$ cat src/verilog/amux_pkg.sv
// constants, types and register map of the analog bus switch control
// assumes a 20 mhz system clock and a 32-bit apb register bus
package amux_pkg;

  // ---------------------------------------------------------------
  // clock and structure
  // ---------------------------------------------------------------
  localparam int          CLK_PERIOD_NS     = 50;
  localparam int          PORTS_WITH_SWITCH = 6;
  localparam int          PINS_PER_PORT     = 8;
  localparam int          ADDR_W            = 8;
  localparam int          DIV_W             = 7;
  localparam int          SEL_W             = 3;

  // ---------------------------------------------------------------
  // register byte offsets
  // ---------------------------------------------------------------
  localparam logic [7:0]  OFS_PORT_EN_BASE  = 8'h00;
  localparam logic [7:0]  OFS_PRECHARGE_CFG = 8'h20;
  localparam logic [7:0]  OFS_CURRENT_CTRL  = 8'h24;
  localparam logic [7:0]  OFS_CURRENT_LEVEL = 8'h28;
  localparam logic [7:0]  OFS_STATUS        = 8'h2C;

  // ---------------------------------------------------------------
  // field positions
  // ---------------------------------------------------------------
  localparam int          CFG_SEL_LSB       = 1;
  localparam int          CFG_HOLD_LSB      = 4;
  localparam int          CUR_EN_BIT        = 0;
  localparam int          CUR_RANGE_BIT     = 3;
  localparam int          CUR_SPLIT_BIT     = 7;
  localparam int          STS_ACTIVE_BIT    = 0;
  localparam int          STS_PHASE_LSB     = 1;

  // port 0 pins that may serve as the integration node
  localparam int          HOLD_PIN_A        = 1;
  localparam int          HOLD_PIN_B        = 3;

  // ---------------------------------------------------------------
  // reset values
  // ---------------------------------------------------------------
  localparam logic [7:0]        RST_PORT_EN = 8'h00;
  localparam logic [SEL_W-1:0]  RST_SEL     = 3'h0;
  localparam logic [1:0]        RST_HOLD    = 2'h0;
  localparam logic [7:0]        RST_LEVEL   = 8'h00;
  localparam logic [31:0]       RST_RDATA   = 32'h0000_0000;

  // ---------------------------------------------------------------
  // types
  // ---------------------------------------------------------------
  typedef enum logic [1:0] {
    PH_SHARE   = 2'b00,
    PH_BREAK   = 2'b01,
    PH_CHARGE  = 2'b10,
    PH_RELEASE = 2'b11
  } phase_t;

  typedef enum logic [2:0] {
    RK_NONE   = 3'b000,
    RK_PORT   = 3'b001,
    RK_CFG    = 3'b010,
    RK_CUR    = 3'b011,
    RK_LEVEL  = 3'b100,
    RK_STATUS = 3'b101
  } reg_kind_t;

  typedef struct packed {
    logic       to_even;
    logic       to_odd;
    logic       high_range;
    logic [7:0] level;
  } current_drive_t;

endpackage

$ cat src/verilog/precharge_sequencer.sv
// precharge clock divider and break-before-make phase stepper
// assumes the caller gates its own outputs with the phase it gives
`timescale 1ns/1ps

module precharge_sequencer #(
  parameter int SEL_W = amux_pkg::SEL_W,
  parameter int DIV_W = amux_pkg::DIV_W
) (
  input  wire logic             clk,
  input  wire logic             rst,
  input  wire logic             ce,
  input  wire logic [SEL_W-1:0] clk_sel,
  output amux_pkg::phase_t      phase,
  output logic                  active
);
  import amux_pkg::*;

  // ---------------------------------------------------------------
  // divider
  // ---------------------------------------------------------------
  function automatic logic [DIV_W-1:0] div_limit(input logic [SEL_W-1:0] s);
    div_limit = DIV_W'((8'd1 << s) - 8'd1);
  endfunction

  logic [DIV_W-1:0] div_q;
  phase_t           phase_q;
  phase_t           phase_d;
  logic             tick;

  if (DIV_W < (1 << SEL_W) - 1) begin : g_chk
    $error("divider too narrow for the clock selection");
  end

  assign tick = (clk_sel != RST_SEL) && (div_q >= div_limit(clk_sel));

  always_ff @(posedge clk or posedge rst) begin
    if (rst) begin
      div_q <= '0;
    end else if (ce) begin
      if (clk_sel == RST_SEL || tick) begin
        div_q <= '0;
      end else begin
        div_q <= DIV_W'(div_q + 1'b1);
      end
    end
  end

  // ---------------------------------------------------------------
  // phase stepper
  // ---------------------------------------------------------------
  always_comb begin
    phase_d = phase_q;
    if (clk_sel != RST_SEL) begin
      if (tick) begin
        phase_d = phase_t'(phase_q + 2'd1);
      end
    end else begin
      case (phase_q)
        PH_CHARGE:  phase_d = PH_RELEASE;
        PH_RELEASE: phase_d = PH_SHARE;
        PH_BREAK:   phase_d = PH_SHARE;
        default:    phase_d = PH_SHARE;
      endcase
    end
  end

  always_ff @(posedge clk or posedge rst) begin
    if (rst) begin
      phase_q <= PH_SHARE;
    end else if (ce) begin
      phase_q <= phase_d;
    end
  end

  assign phase  = phase_q;
  assign active = (clk_sel != RST_SEL) || (phase_q != PH_SHARE);

endmodule

$ cat src/verilog/amux_switch_ctrl.sv
// analog bus switch control: pin switches, precharge sequencing, split and current
// assumes an apb master on SYS_CLK and analog switches driven by the pin outputs
//
// Chosen here: the APB register port and the register offsets.
`timescale 1ns/1ps

module amux_switch_ctrl #(
  parameter int NUM_PORTS = amux_pkg::PORTS_WITH_SWITCH
) (
  input  wire logic                                   SYS_CLK,
  input  wire logic                                   RESET,
  input  wire logic                                   CE,
  input  wire logic                                   PSEL,
  input  wire logic                                   PENABLE,
  input  wire logic                                   PWRITE,
  input  wire logic [amux_pkg::ADDR_W-1:0]            PADDR,
  input  wire logic [31:0]                            PWDATA,
  output logic      [31:0]                            PRDATA,
  output logic                                        PREADY,
  output logic                                        PSLVERR,
  output logic      [NUM_PORTS*amux_pkg::PINS_PER_PORT-1:0] PIN_SWITCH,
  output logic      [NUM_PORTS*amux_pkg::PINS_PER_PORT-1:0] PIN_PRECHARGE,
  output logic                                        BUS_NETS_SHORTED,
  output amux_pkg::current_drive_t                    CHARGE_CURRENT
);
  import amux_pkg::*;

  localparam int PINS = NUM_PORTS * PINS_PER_PORT;

  if (NUM_PORTS < 1 || NUM_PORTS > PORTS_WITH_SWITCH) begin : g_chk
    $error("NUM_PORTS must lie between 1 and 6");
  end

  // ---------------------------------------------------------------
  // address decode
  // ---------------------------------------------------------------
  function automatic reg_kind_t decode(input logic [ADDR_W-1:0] a);
    if (a[1:0] != 2'b00) begin
      decode = RK_NONE;
    end else if (a < OFS_PORT_EN_BASE + 8'(4 * NUM_PORTS)) begin
      decode = RK_PORT;
    end else if (a == OFS_PRECHARGE_CFG) begin
      decode = RK_CFG;
    end else if (a == OFS_CURRENT_CTRL) begin
      decode = RK_CUR;
    end else if (a == OFS_CURRENT_LEVEL) begin
      decode = RK_LEVEL;
    end else if (a == OFS_STATUS) begin
      decode = RK_STATUS;
    end else begin
      decode = RK_NONE;
    end
  endfunction

  reg_kind_t         kind;
  logic [2:0]        port_idx;
  logic              wr_fire;

  assign kind     = decode(PADDR);
  assign port_idx = PADDR[4:2];
  assign PREADY   = CE;
  assign PSLVERR  = PSEL && PENABLE && (kind == RK_NONE);
  assign wr_fire  = CE && PSEL && PENABLE && PWRITE && (kind != RK_NONE);

  // ---------------------------------------------------------------
  // registers
  // ---------------------------------------------------------------
  logic [7:0]        en_q [NUM_PORTS];
  logic [SEL_W-1:0]  sel_q;
  logic [1:0]        hold_q;
  logic              split_q;
  logic              cur_en_q;
  logic              range_q;
  logic [7:0]        level_q;
  phase_t            phase;
  logic              active;

  always_ff @(posedge SYS_CLK or posedge RESET) begin
    if (RESET) begin
      for (int p = 0; p < NUM_PORTS; p++) begin
        en_q[p] <= RST_PORT_EN;
      end
    end else if (wr_fire && kind == RK_PORT) begin
      en_q[port_idx] <= PWDATA[7:0];
    end
  end

  always_ff @(posedge SYS_CLK or posedge RESET) begin
    if (RESET) begin
      sel_q  <= RST_SEL;
      hold_q <= RST_HOLD;
    end else if (wr_fire && kind == RK_CFG) begin
      sel_q  <= PWDATA[CFG_SEL_LSB +: SEL_W];
      hold_q <= PWDATA[CFG_HOLD_LSB +: 2];
    end
  end

  always_ff @(posedge SYS_CLK or posedge RESET) begin
    if (RESET) begin
      split_q  <= 1'b0;
      cur_en_q <= 1'b0;
      range_q  <= 1'b0;
    end else if (wr_fire && kind == RK_CUR) begin
      split_q  <= PWDATA[CUR_SPLIT_BIT];
      cur_en_q <= PWDATA[CUR_EN_BIT];
      range_q  <= PWDATA[CUR_RANGE_BIT];
    end
  end

  always_ff @(posedge SYS_CLK or posedge RESET) begin
    if (RESET) begin
      level_q <= RST_LEVEL;
    end else if (wr_fire && kind == RK_LEVEL) begin
      level_q <= PWDATA[7:0];
    end
  end

  // ---------------------------------------------------------------
  // read data
  // ---------------------------------------------------------------
  logic [31:0] rdata_d;

  always_comb begin
    rdata_d = RST_RDATA;
    case (kind)
      RK_PORT:   rdata_d[7:0] = en_q[port_idx];
      RK_CFG: begin
        rdata_d[CFG_SEL_LSB +: SEL_W] = sel_q;
        rdata_d[CFG_HOLD_LSB +: 2]    = hold_q;
      end
      RK_CUR: begin
        rdata_d[CUR_SPLIT_BIT] = split_q;
        rdata_d[CUR_EN_BIT]    = cur_en_q;
        rdata_d[CUR_RANGE_BIT] = range_q;
      end
      RK_LEVEL:  rdata_d[7:0] = level_q;
      RK_STATUS: begin
        rdata_d[STS_ACTIVE_BIT]     = active;
        rdata_d[STS_PHASE_LSB +: 2] = phase;
      end
      default:   rdata_d = RST_RDATA;
    endcase
  end

  always_ff @(posedge SYS_CLK or posedge RESET) begin
    if (RESET) begin
      PRDATA <= RST_RDATA;
    end else if (CE && PSEL && !PWRITE) begin
      PRDATA <= rdata_d;
    end
  end

  // ---------------------------------------------------------------
  // precharge sequencing
  // ---------------------------------------------------------------
  precharge_sequencer #(
    .SEL_W   (SEL_W),
    .DIV_W   (DIV_W)
  ) u_seq (
    .clk     (SYS_CLK),
    .rst     (RESET),
    .ce      (CE),
    .clk_sel (sel_q),
    .phase   (phase),
    .active  (active)
  );

  // ---------------------------------------------------------------
  // pin switch drive
  // ---------------------------------------------------------------
  logic [PINS-1:0] hold_vec;
  logic [PINS-1:0] en_vec;
  logic [PINS-1:0] sw_d;
  logic [PINS-1:0] pc_d;

  always_comb begin
    hold_vec = '0;
    hold_vec[HOLD_PIN_A] = hold_q[0];
    hold_vec[HOLD_PIN_B] = hold_q[1];
    for (int p = 0; p < NUM_PORTS; p++) begin
      en_vec[p*PINS_PER_PORT +: PINS_PER_PORT] = en_q[p];
    end
  end

  always_comb begin
    for (int i = 0; i < PINS; i++) begin
      sw_d[i] = en_vec[i] && (!active || hold_vec[i] || phase == PH_SHARE);
      pc_d[i] = en_vec[i] && active && !hold_vec[i] && phase == PH_CHARGE;
    end
  end

  always_ff @(posedge SYS_CLK or posedge RESET) begin
    if (RESET) begin
      PIN_SWITCH    <= '0;
      PIN_PRECHARGE <= '0;
    end else if (CE) begin
      PIN_SWITCH    <= sw_d;
      PIN_PRECHARGE <= pc_d;
    end
  end

  // ---------------------------------------------------------------
  // split and charging current
  // ---------------------------------------------------------------
  always_ff @(posedge SYS_CLK or posedge RESET) begin
    if (RESET) begin
      BUS_NETS_SHORTED <= 1'b1;
      CHARGE_CURRENT   <= '0;
    end else if (CE) begin
      BUS_NETS_SHORTED          <= !split_q;
      CHARGE_CURRENT.to_even    <= cur_en_q;
      CHARGE_CURRENT.to_odd     <= cur_en_q && !split_q;
      CHARGE_CURRENT.high_range <= range_q;
      CHARGE_CURRENT.level      <= level_q;
    end
  end
endmodule

$ cat config.mk
export PLATFORM = sky130hd
export DESIGN_NAME = amux_switch_ctrl
export DESIGN_NICKNAME = d
export VERILOG_FILES = /design/src/verilog/amux_pkg.sv /design/src/verilog/precharge_sequencer.sv /design/src/verilog/amux_switch_ctrl.sv
export SDC_FILE = /design/constraint.sdc
export NUM_CORES = 1
export LEC_CHECK = 0
export BUFFER_PORTS_ARGS = -buffer_cell sky130_fd_sc_hd__buf_4
export CAP_MARGIN = 30
export CORE_MARGIN = 2
export CORE_UTILIZATION = 25
export DETAILED_ROUTE_END_ITERATION = 16
export PLACE_DENSITY_LB_ADDON = 0.15
export SYNTH_ARGS = -nofsm -noshare
export SYNTH_HDL_FRONTEND = slang
export SYNTH_SLANG_ARGS = --single-unit
$ cat constraint.sdc
create_clock -name SYS_CLK -period 6.5 [get_ports SYS_CLK]
set_input_delay 1.3 -clock SYS_CLK [delete_from_list [all_inputs] [get_ports SYS_CLK]]
set_output_delay 1.3 -clock SYS_CLK [all_outputs]
set_load 0.01 [all_outputs]
==> impl_metrics.tcl <==
set metrics [dict create \
    cts_buffers 17 \
    yosysWarnings 0 \
    cts_resized 0 \
    ctsHoldBuffers 0 \
    yosysSeqAreaShare_pct 55.4 \
    skew_ps 14.9 \
    synthCells 810 \
    grt_first_pass_wirelength_mm 38.0 \
    cts_tree "done" \
    grt_antenna_before_repair 0 \
    dp.cells 1357 \
    yosys-top-cells-area "dfrtp_1, mux2_2, o21ai_0, inv_1, nand2_1" \
    vias_per_cell 4.32 \
    grt.total_usage_pct 14.2 \
    p_leak_nw 4.90 \
    max_cap_violations 0 \
    tns_ps 0 \
    cts.sinks 189 \
    synth_cell_types 49 \
    yosys-top-cells-count "dfrtp_1, o21ai_0, inv_1" \
    gp_congestion 0.767 \
    holdPathStages 2 \
    initial_utilization_pct 25.4 \
    die_area_um2 35600 \
    instances_no_fill 1389 \
    die_y_um 189 \
    max_freq_mhz 284 \
    port_buffers 139 \
    outcome "finished, final reports clean" \
    wirelength_mm 24.8 \
    finalCritPeriodShare_pct 54.2 \
    rows 67 \
    crit_type "input pin to output port" \
    ctsHtreeMaxLevel 4 \
    ioPinCount 188 \
    worst_slew_pin_slew_ps 900 \
    route.detailed.drc 0 \
    worst_ep_arrival_time_ps 2230 \
    drive_gt1_share_pct 28.5 \
    dpl.hpwl_mm 17.0 \
    final_area_um2 10500 \
    dr.pass1.iters 4 \
    synth_top_flop_cell "dfrtp_1" \
    drv_slew 0 \
    final.min_clock_period_ps 3530 \
    p_per_area_nw_per_um2 254 \
    relSlewSlack_pct 39.5 \
    syn2layout_area_growth_pct 23.5 \
    post_cts_buffers 0 \
    r2r_cells 8 \
    grt_max_degree 97 \
    start_kind "input pin" \
    ant_nets 0 \
    rsz0062_at_grt "no" \
    drt_iter0_markers 295 \
    setup_violations 0 \
    postPlaceCellArea_um2 9920 \
    synth_top_area_share_pct 55.1 \
    vias 5995 \
    hold_path.class "flip-flop to flip-flop" \
    clk_latency_ps 450 \
    synth_area_leader_cell "dfrtp_1" \
    worstPathRequired_ps 5200 \
    clockBufferDepth 2 \
    pre_cts_ws_ps 2840 \
    nets 984 \
    root_buffer "clkbuf_16" \
    avgSynthCellArea_um2 10.5 \
    vdd.ir_drop.worst_uv 185 \
    async_reset_ff_share_pct 100 \
    grt_pass1_vias 5928 \
    clk_pin_slew_ps 70 \
    synth_area_um2 8530 \
    path_max_fanout 6 \
    worstSetupEndpointType "output port" \
    fp.dieW_um 189 \
    core_um2 33600 \
    grt-ovfl-total 0 \
    hold_viol_final 0 \
    utilization_pct 31.4 \
    wire_per_inst_um 17.8 \
    ys_seq_elements 189 \
    synth_edf_count 0 \
    setup_ws_ps 2970 \
    antenna_cells 0 \
    yosysMostFrequentCell "dfrtp_1" \
]
-- worst max-delay path, stage by stage --
cell and delay [ps]:
buf_4 120, nor4_4 500, a21oi_1 130, buf_4 170
-- routing by layer --
metal	global-route usage, %	wire length, um
met3	3.59	932
met1	19.6	11900
met2	22.6	11700
met4	3.16	244
met5	0	0
-- final cells by class --
class,instances,area [um2]
Tap cell,448,561
Fill cell,3484,23100
Inverter,108,413
Sequential cell,189,4730
Timing Repair Buffer,145,1090
Clock buffer,20,467
Clock inverter,12,154
Multi-Input combinational cell,467,3130
-- final timing paths --
path | startpoint | endpoint | slack (ps)
setup / recovery | PADDR[1] | PSLVERR | 2970
hold / removal | BUS_NETS_SHORTED$_DFFE_PP1P_ | BUS_NETS_SHORTED$_DFFE_PP1P_ | 470
setup reg to reg | sel_q[1]$_DFFE_PP0P_ | u_seq.phase[1]$_DFFE_PP0P_ | 3690
hold reg to reg | BUS_NETS_SHORTED$_DFFE_PP1P_ | BUS_NETS_SHORTED$_DFFE_PP1P_ | 470
max in group asynchronous | RESET | u_seq.div_q[5]$_DFFE_PP0P_ | 4370
min in group asynchronous | RESET | PIN_PRECHARGE[19]$_DFFE_PP0P_ | 970
-- sequential cells by signal, summed over array words and instances (netlist names) --
| register | count |
|---|---|
| level_q | 8 |
| hold_q | 2 |
| PIN_SWITCH | 48 |
| u_seq.phase | 2 |
| u_seq.div_q | 7 |
| BUS_NETS_SHORTED | 1 |
| sel_q | 3 |
| range_q | 1 |
| en_q | 48 |
| cur_en_q | 1 |
| CHARGE_CURRENT | 11 |
| PRDATA | 8 |
| split_q | 1 |
| PIN_PRECHARGE | 48 |
-- stage by stage --
step	hold WS [ps]	power [mW]
3_5_place_dp	457	1.60
4_1_cts	474	2.73
3_3_place_gp	461	1.60
5_1_grt	508	2.81
6_report	471	2.68
2_1_floorplan	434	1.47
-- cells in the final DEF (no fill, tap or decap), types with 4 or more instances in the layout --
cell type	synthesis	layout
o21ai_0	118	118
mux4_2	4	4
clkinv_4	0	4
o211ai_1	5	5
inv_1	108	107
clkbuf_16	0	17
inv_6	0	4
nor3_1	7	7
dfrtp_1	188	188
nand3_1	50	50
ha_1	10	9
mux2_2	69	69
mux2_4	8	8
a21oi_1	13	12
o22ai_1	6	6
nand3b_1	5	5
nand2_1	68	68
buf_4	26	145
mux2i_1	16	16
nor2b_1	4	4
nor2_1	17	17
conb_1	1	24
nand2b_1	5	5
-- power breakdown --
group	internal [mW]	switching [mW]	leakage, nW
registers	1.21	0.0326	2.61
clock network	0.609	0.503	0.301
logic	0.0914	0.235	1.99
-- cells by family after synthesis --
group / after synthesis / share of synthesized area (%)
adders and majority gates: 10 / 1.47
buffers and inverters: 177 / 9.09
and+or+nand+nor: 171 / 9.91
DFF: 189 / 55.4
xor gates and xnor gates: 4 / 0.411
AOI/OAI and AO/OA: 161 / 10.2
other: 1 / 0.0439
muxes: 97 / 13.4
No activity file was read; power rests on OpenSTA's default activity.
